`config.mk`:
```
export PLATFORM = sky130hd
export DESIGN_NAME = wdps_watchdog
export DESIGN_NICKNAME = d
export VERILOG_FILES = /design/src/wdps_pkg.sv /design/src/wdps_divider.sv /design/src/wdps_watchdog.sv
export SDC_FILE = /design/constraint.sdc
export NUM_CORES = 1
export LEC_CHECK = 0
export BUFFER_PORTS_ARGS = -buffer_cell sky130_fd_sc_hd__buf_2
export CORE_MARGIN = 10
export CORE_UTILIZATION = 35
export DETAILED_ROUTE_END_ITERATION = 10
export GPL_TIMING_DRIVEN = 0
export HOLD_SLACK_MARGIN = 0.05
export PLACE_DENSITY_LB_ADDON = 0.05
export SYNTH_ARGS = -nofsm -noshare
export SYNTH_HDL_FRONTEND = slang
export SYNTH_SLANG_ARGS = --single-unit
```
`constraint.sdc`:
```
create_clock -name clock -period 2.3 [get_ports clock]
set_clock_uncertainty 0.05 [all_clocks]
set_input_delay 0.115 -clock clock [delete_from_list [all_inputs] [get_ports clock]]
set_output_delay 0.115 -clock clock [all_outputs]
set_load 0.01 [all_outputs]
```
`src/wdps_pkg.sv`:
```
// constants for the watchdog with shared divider
package wdps_pkg;
  localparam int          CLK_HZ          = 20000000;
  localparam int          WD_PERIOD_MS    = 18;
  // 20 MHz * 18 ms = 360000 cycles, longest time rounds down
  localparam int          WD_PERIOD_CYC   = (CLK_HZ / 1000) * WD_PERIOD_MS;
  localparam int          WD_CNT_W        = 20;
  localparam int          DIV_W           = 8;
  localparam int          OPT_W           = 8;
  localparam logic [7:0]  OPT_RESET       = 8'h3F;
  localparam logic [7:0]  OPT_IMPL_MASK   = 8'h3F;
  localparam int          OPT_ASSIGN_BIT  = 3;
  localparam int          OPT_RATIO_LSB   = 0;
  localparam int          OPT_RATIO_W     = 3;
  localparam int          STATUS_TO_BIT   = 4;
  typedef enum logic [1:0] {
    WDPS_RST_NONE,
    WDPS_RST_DEVICE,
    WDPS_RST_WAKE
  } wdps_rst_kind_t;
endpackage

```
`src/wdps_divider.sv`:
```
// shared 8-bit divider, prescaler for the timer or postscaler for the watchdog
`timescale 1ns/10ps
module wdps_divider
  import wdps_pkg::*;
(
  input  wire logic                   clock,
  input  wire logic                   rst_n,
  input  wire logic                   clear,
  input  wire logic                   tick_in,
  input  wire logic [OPT_RATIO_W-1:0] ratio_sel,
  input  wire logic                   ratio_shift,
  output logic                        tick_out
);
  logic [DIV_W-1:0] count_r;
  logic [DIV_W-1:0] count_nxt;
  logic [3:0]       sel_bit;
  logic [DIV_W:0]   span_mask;

  always_comb begin
    count_nxt = count_r + 8'h01;
    sel_bit   = {1'b0, ratio_sel} + {3'h0, ratio_shift};
    span_mask = ({{DIV_W{1'b0}}, 1'b1} << sel_bit) - {{DIV_W{1'b0}}, 1'b1};
  end

  // one pulse per 2^sel_bit input ticks: the low sel_bit bits of the next
  // count wrap to zero; a zero span passes every tick, 1:256 needs all 8 bits
  always_comb begin
    tick_out = tick_in && ((count_nxt & span_mask[DIV_W-1:0]) == 8'h00);
  end

  always_ff @(posedge clock or negedge rst_n) begin
    if (!rst_n) begin
      count_r <= 8'h00;
    end else if (clear) begin
      count_r <= 8'h00;
    end else if (tick_in) begin
      count_r <= count_nxt;
    end
  end
endmodule

```
`src/wdps_watchdog.sv`:
```
// watchdog timer with shared 8-bit divider
`timescale 1ns/10ps
module wdps_watchdog
  import wdps_pkg::*;
#(
  parameter int WD_PERIOD = WD_PERIOD_CYC
)
(
  input  wire logic             clock,
  input  wire logic             reset_n,
  input  wire logic             watchdog_enable_fuse,
  input  wire logic             watchdog_clear_instr,
  input  wire logic             sleep_instr,
  input  wire logic             option_load_instr,
  input  wire logic [OPT_W-1:0] work_reg,
  input  wire logic             core_sleeping,
  input  wire logic             timer_tick,
  output logic                  timer_tick_out,
  output logic [OPT_W-1:0]      prescaler_option_reg,
  output logic                  device_reset_pulse,
  output logic                  wake_reset_pulse,
  output logic                  timeout_flag
);
  // ------------------------------------------------------------
  // reset release
  // ------------------------------------------------------------
  logic rst_meta_r;
  logic rst_sync_r;

  always_ff @(posedge clock or negedge reset_n) begin
    if (!reset_n) begin
      rst_meta_r <= 1'b0;
      rst_sync_r <= 1'b0;
    end else begin
      rst_meta_r <= 1'b1;
      rst_sync_r <= rst_meta_r;
    end
  end

  // ------------------------------------------------------------
  // pin synchronisers
  // ------------------------------------------------------------
  logic [5:0] pin_meta_r;
  logic [5:0] pin_sync_r;
  logic       fuse_s;
  logic       clr_s;
  logic       slp_s;
  logic       optld_s;
  logic       sleeping_s;
  logic       tmr_s;

  always_ff @(posedge clock or negedge rst_sync_r) begin
    if (!rst_sync_r) begin
      pin_meta_r <= 6'h00;
      pin_sync_r <= 6'h00;
    end else begin
      pin_meta_r <= {watchdog_enable_fuse, watchdog_clear_instr, sleep_instr,
                     option_load_instr, core_sleeping, timer_tick};
      pin_sync_r <= pin_meta_r;
    end
  end

  always_comb begin
    {fuse_s, clr_s, slp_s, optld_s, sleeping_s, tmr_s} = pin_sync_r;
  end

  // ------------------------------------------------------------
  // option register
  // ------------------------------------------------------------
  logic [OPT_W-1:0] opt_r;
  logic             wd_reset_evt;
  logic             wd_owns_div;

  // watchdog reset reloads the option register like any reset
  always_ff @(posedge clock or negedge rst_sync_r) begin
    if (!rst_sync_r) begin
      opt_r <= OPT_RESET;
    end else if (wd_reset_evt) begin
      opt_r <= OPT_RESET;
    end else if (optld_s) begin
      opt_r <= work_reg & OPT_IMPL_MASK;
    end
  end

  always_comb begin
    wd_owns_div = opt_r[OPT_ASSIGN_BIT];
  end

  // ------------------------------------------------------------
  // base watchdog period counter
  // ------------------------------------------------------------
  // the on-chip oscillator is modelled by the free-running clock; this
  // keeps counting regardless of the core's sleep state
  logic [WD_CNT_W-1:0] wd_cnt_r;
  logic                wd_base_tick;
  logic                wd_active;
  logic                wd_restart;

  always_comb begin
    wd_active  = fuse_s;
    // a time-out is not a restart source here: it already wraps the count,
    // and feeding it back would close a loop through the divider
    wd_restart = clr_s || slp_s;
    wd_base_tick = wd_active && !wd_restart
                   && (wd_cnt_r == WD_CNT_W'(WD_PERIOD - 1));
  end

  always_ff @(posedge clock or negedge rst_sync_r) begin
    if (!rst_sync_r) begin
      wd_cnt_r <= '0;
    end else if (wd_restart || !wd_active || wd_base_tick) begin
      wd_cnt_r <= '0;
    end else begin
      wd_cnt_r <= wd_cnt_r + 1'b1;
    end
  end

  // ------------------------------------------------------------
  // shared divider
  // ------------------------------------------------------------
  logic div_in;
  logic div_out;
  logic div_clear;

  // timer side gets ratio 2^(n+1), watchdog side 2^n
  always_comb begin
    div_in    = wd_owns_div ? wd_base_tick : tmr_s;
    // with the divider on the watchdog, a watchdog reset also empties it so the next span starts clean
    div_clear = wd_owns_div && (wd_restart || wd_reset_evt);
  end

  wdps_divider u_div (
    .clock       (clock),
    .rst_n       (rst_sync_r),
    .clear       (div_clear),
    .tick_in     (div_in),
    .ratio_sel   (opt_r[OPT_RATIO_LSB +: OPT_RATIO_W]),
    .ratio_shift (!wd_owns_div),
    .tick_out    (div_out)
  );

  logic wd_timeout;
  logic ratio_one;

  // ratio field zero with watchdog ownership means 1:1
  always_comb begin
    ratio_one  = (opt_r[OPT_RATIO_LSB +: OPT_RATIO_W] == 3'h0);
    wd_timeout = wd_owns_div ? (ratio_one ? wd_base_tick : div_out)
                             : wd_base_tick;
    wd_reset_evt = wd_timeout;
  end

  // ------------------------------------------------------------
  // outputs
  // ------------------------------------------------------------
  logic tmr_out_r;
  logic dev_rst_r;
  logic wake_rst_r;
  logic to_flag_r;

  always_ff @(posedge clock or negedge rst_sync_r) begin
    if (!rst_sync_r) begin
      tmr_out_r <= 1'b0;
    end else begin
      tmr_out_r <= !wd_owns_div && div_out;
    end
  end

  always_ff @(posedge clock or negedge rst_sync_r) begin
    if (!rst_sync_r) begin
      dev_rst_r  <= 1'b0;
      wake_rst_r <= 1'b0;
    end else begin
      dev_rst_r  <= wd_timeout && !sleeping_s;
      wake_rst_r <= wd_timeout && sleeping_s;
    end
  end

  // flag is set by reset and by the clear instruction, not by sleep; only a
  // watchdog time-out drops it, and the clear instruction sets it back
  always_ff @(posedge clock or negedge rst_sync_r) begin
    if (!rst_sync_r) begin
      to_flag_r <= 1'b1;
    end else if (wd_timeout) begin
      to_flag_r <= 1'b0;
    end else if (clr_s) begin
      to_flag_r <= 1'b1;
    end
  end

  always_comb begin
    timer_tick_out       = tmr_out_r;
    prescaler_option_reg = opt_r;
    device_reset_pulse   = dev_rst_r;
    wake_reset_pulse     = wake_rst_r;
    timeout_flag         = to_flag_r;
  end

  // base ticks since the last time-out, restart or option load; with the
  // divider on the watchdog a time-out must come within the selected span
  logic [DIV_W:0] chk_ticks_r;
  logic [DIV_W:0] chk_span;

  always_comb begin
    chk_span = {{DIV_W{1'b0}}, 1'b1} << opt_r[OPT_RATIO_LSB +: OPT_RATIO_W];
  end

  always_ff @(posedge clock or negedge rst_sync_r) begin
    if (!rst_sync_r) begin
      chk_ticks_r <= '0;
    end else if (wd_restart || wd_reset_evt || optld_s || !wd_owns_div) begin
      chk_ticks_r <= '0;
    end else if (wd_base_tick) begin
      chk_ticks_r <= chk_ticks_r + 1'b1;
    end
  end
endmodule

```
==> metrics.csv <==
metric;value;unit
Highest Clock Rate;0.3357;GHz
CP Max Fanout;9;
Post-synth top flop;dfrtp_1;
total CTS buffers;5;
sw frac;0.3468;
Vias;2090;
Non-Filler Instances;433;
Post-Place Cells;403;
clock sinks;52;
GRT Residual Overflow;0;
Hold Path Class;register to async pin;
worst path cell trace;inv_4 > ha_4 > ha_4 > buf_4 > buf_4 > nand2b_1 > o22a_2 > a2111oi_4 > o32ai_2 > nor4b_4 > buf_4 > a31oi_4 > buf_12 > o21a_1;
Final Hold Vio Count;0;
EDFF count, synth;0;
sequential area share after synthesis;0.4682;
share of flip-flops with an asynchronous set or reset;1.000;
simple-gate area share of the yosys netlist;0.2209;
largest net degree at the start of global routing;31;
Largest register FFs;20;
DR WL/cell;13.89;um
register with the most flip-flops;wd_cnt_r;
Ant. Diodes;0;
Post-Syn Area;2798;um2
Final Slew Violations;0;
Core Footprint;7767;um2
fill count;765;
Seq pwr share;0.409;
status;complete, but fails checks;
Yosys top cell by area;dfrtp_1;
layout cell share with drive strength beyond 1;0.3051;
First-pass DRT Iterations;4;
vias in the first global route;2086;
XOR/XNOR share of the synthesized area;0.07200;
Crit. End Element;register;
H-tree Lvls;2;
largest stage delay on the critical path;0.57;ns
Critical Path Most Common Cell;buf_4;
worst-margin pin slew;0.9758;ns
Post-Syn Instances;276;
post-synthesis mux area share;0.02147;
failing checks;setup timing;
fraction of power consumed by the clock network;0.229;
Worst path slowest cell;dfstp_2;
final WL;6015;um
RSZ-0062 raised after global routing;yes;
Pleak;1.508;nW
DPL Wire Length;4264;um
Syn. warnings;0;
# rows;32;
Final setup viols;18;
mean area per synthesized cell;10.14;um2
Post-route DRC;0;
Yosys top cell area share;0.4025;
Vias/cell;4.827;
die area;11970;um2
internal power;0.001639;W
PortBufs;23;
peak supply drop;374.5;uV
total power draw;0.002509;W
Tmin final;2.979;ns
sum of negative setup slack;-11.61;ns
Largest regs;wd_cnt_r: 20 flops, u_div.count_r: 8 flops;
post-route ant nets;0;
Arrival @ worst endpoint;3.18;ns
initial antenna violation count;0;
DRT iter0 DRCs;42;
largest family of logic cells by synthesized area;simple AND/OR/NAND/NOR gates;
Root Buffer;clkbuf_8;
Ports;28;
maximum capacitance violations;0;
CTS tree;built;
Post-Synth Adder-Cell Area;0.02683;
Area Growth Syn to Fin;31.26;%
GRT Util Overall;0.1047;
Switch Pwr;0.0008700;W
Longest Clk Path Bufs;2;
fin crit share;1.295;
Die Y;109.4;um
Worst slew margin;0.3494;
Final nets;352;
top post-synthesis cells by area;dfrtp_1, dfstp_2, nor2_1, xor2_1, a2111oi_2;
Critical Path Source Type;register;
WP data required;2.50;ns
Die X;109.4;um
WS Path Type;register to register;
combinational power share;0.362;
P per Cell Area;683.2;nW/um2
synth unique cells;58;
clock-pin slew on the worst setup and hold paths;0.11;ns
post-layout worst setup margin;-0.6786;ns
initial core utilization;0.3602;
first-pass GRT wire length;10140;um
flops & latches, synth;52;
post-synthesis compound-gate area fraction;0.1480;
Final Wtd Congestion;0.7080;
Skew-Pair Late Insertion Delay;0.31;ns
==> power groups by stage <==
stage / Combinational (W) / Sequential (W) / Clock (W)
3_5_place_dp: 0.000744 / 0.00105 / 0
2_1_floorplan: 0.000561 / 0.00106 / 0
6_report: 0.000909 / 0.00103 / 0.000574
4_1_cts: 0.000855 / 0.00103 / 0.000605
5_1_grt: 0.000991 / 0.00104 / 0.000641
3_3_place_gp: 0.000724 / 0.00106 / 0
==> through the flow <==
step | setup WS [ns] | instance area (um2) | hold WS (ns) | util
after floorplan | -0.6447 | 2997 | -0.2306 | -
after global placement | -0.9404 | 3239 | -0.1498 | 0.4170
after detailed placement | -0.9547 | 3264 | -0.1488 | 0.4203
after CTS | -0.7331 | 3603 | 0.1950 | 0.4639
after global routing | -0.8452 | 3672 | 0.2155 | 0.4728
final | -0.6786 | 3672 | 0.1751 | 0.4728
==> cell type report <==
type | instances | area (um2) | share of cell area
Buffer | 14 | 97.59 | 0.02658
Clock buffer | 5 | 68.82 | 0.01874
Clock inverter | 3 | 28.78 | 0.007836
Inverter | 4 | 20.02 | 0.005451
Multi-Input combinational cell | 205 | 1643 | 0.4474
Sequential cell | 52 | 1311 | 0.3571
Tap cell | 102 | 127.6 | 0.03475
Timing Repair Buffer | 48 | 375.4 | 0.1022
==> what timing repair did <==
item | in CTS | in global routing
hold endpoints to repair | 14 | 0
pin swaps | 10 | 7
buffers inserted | 8 | 2
hold buffers | 14 | 0
gates resized for setup | 10 | 5
setup endpoints to repair | 28 | 18
==> layer usage <==
layer	vias up	wire length (um)	GRT usage	part of all wire
met1	1001	2905	0.1355	0.48
met5	-	0	0	0
met2	12	2977	0.1738	0.49
met4	0	29	0.02788	0.0048
li1	1075	-	-	-
met3	2	101	0.02165	0.017
==> synth_stat cells, types with 2 or more instances <==
master / instances
o31ai_1: 3
buf_4: 3
and3_1: 10
dfstp_2: 7
nor2_1: 33
conb_1: 2
nand4_1: 6
nand2b_1: 5
a2bb2oi_1: 2
buf_6: 3
nor4b_2: 2
buf_1: 2
dfrtp_1: 45
a2111oi_2: 7
nor2b_1: 5
or3_1: 3
ha_1: 6
or2_2: 2
nand2_1: 23
o21a_1: 3
nand3_1: 12
xnor2_1: 9
and4_1: 2
a21oi_1: 6
mux2i_1: 6
and2_1: 4
inv_1: 4
buf_2: 2
xor2_1: 14
o21ai_0: 12
clkbuf_1: 6
==> layout by cell type, fill, tap and decap left out, types with 3 or more instances in the layout <==
master,Yosys,routed
conb_1,2,3
buf_2,2,25
or3_1,3,3
o21a_1,3,3
dfstp_2,7,7
buf_12,0,4
dlygate4sd3_1,0,14
xor2_1,14,13
nand2b_1,5,4
nand4_1,6,6
a21oi_1,6,4
clkbuf_2,0,3
buf_4,3,10
nor2b_1,5,5
nand3_1,12,12
a2111oi_4,0,8
nor2_1,33,32
xnor2_1,9,8
mux2i_1,6,6
and2_1,4,3
clkbuf_8,0,5
ha_4,0,4
and3_1,10,10
o21ai_0,12,12
nand2_1,23,21
dfrtp_1,45,44
==> path summary, 6_finish.rpt <==
path	from	end	slack [ns]	cells past startpoint
max	prescaler_option_reg[3]$_DFFE_PN1P_	timeout_flag$_DFFE_PN1P_	-0.68	14
min	rst_sync_r$_DFF_PN0_	wd_cnt_r[3]$_DFF_PN0_	0.18	0
max reg2reg	prescaler_option_reg[3]$_DFFE_PN1P_	timeout_flag$_DFFE_PN1P_	-0.68	14
min reg2reg	rst_sync_r$_DFF_PN0_	wd_cnt_r[3]$_DFF_PN0_	0.18	0
max in group asynchronous	rst_sync_r$_DFF_PN0_	prescaler_option_reg[5]$_DFFE_PN1P_	1.43	1
min in group clock	pin_meta_r[4]$_DFF_PN0_	pin_sync_r[4]$_DFF_PN0_	0.31	0
==> critical path: cells and delay by family, from the launching register on <==
family	cells	cell delay (ns)
compound gates	5	0.93
buf+inv	5	0.64
fa+ha+maj	2	0.32
simple gates	2	0.42
flops	1	0.57
==> kinds of logic after synthesis <==
logic type / Yosys count
adder cells (fa/ha/maj): 6
other: 2
AND/OR/NAND/NOR: 117
flip-flops: 52
XOR/XNOR: 23
multiplexers: 6
buffers and inverters: 20
AO/OA/AOI/OAI: 50
Note: power is estimated with default switching activity, not from simulation.
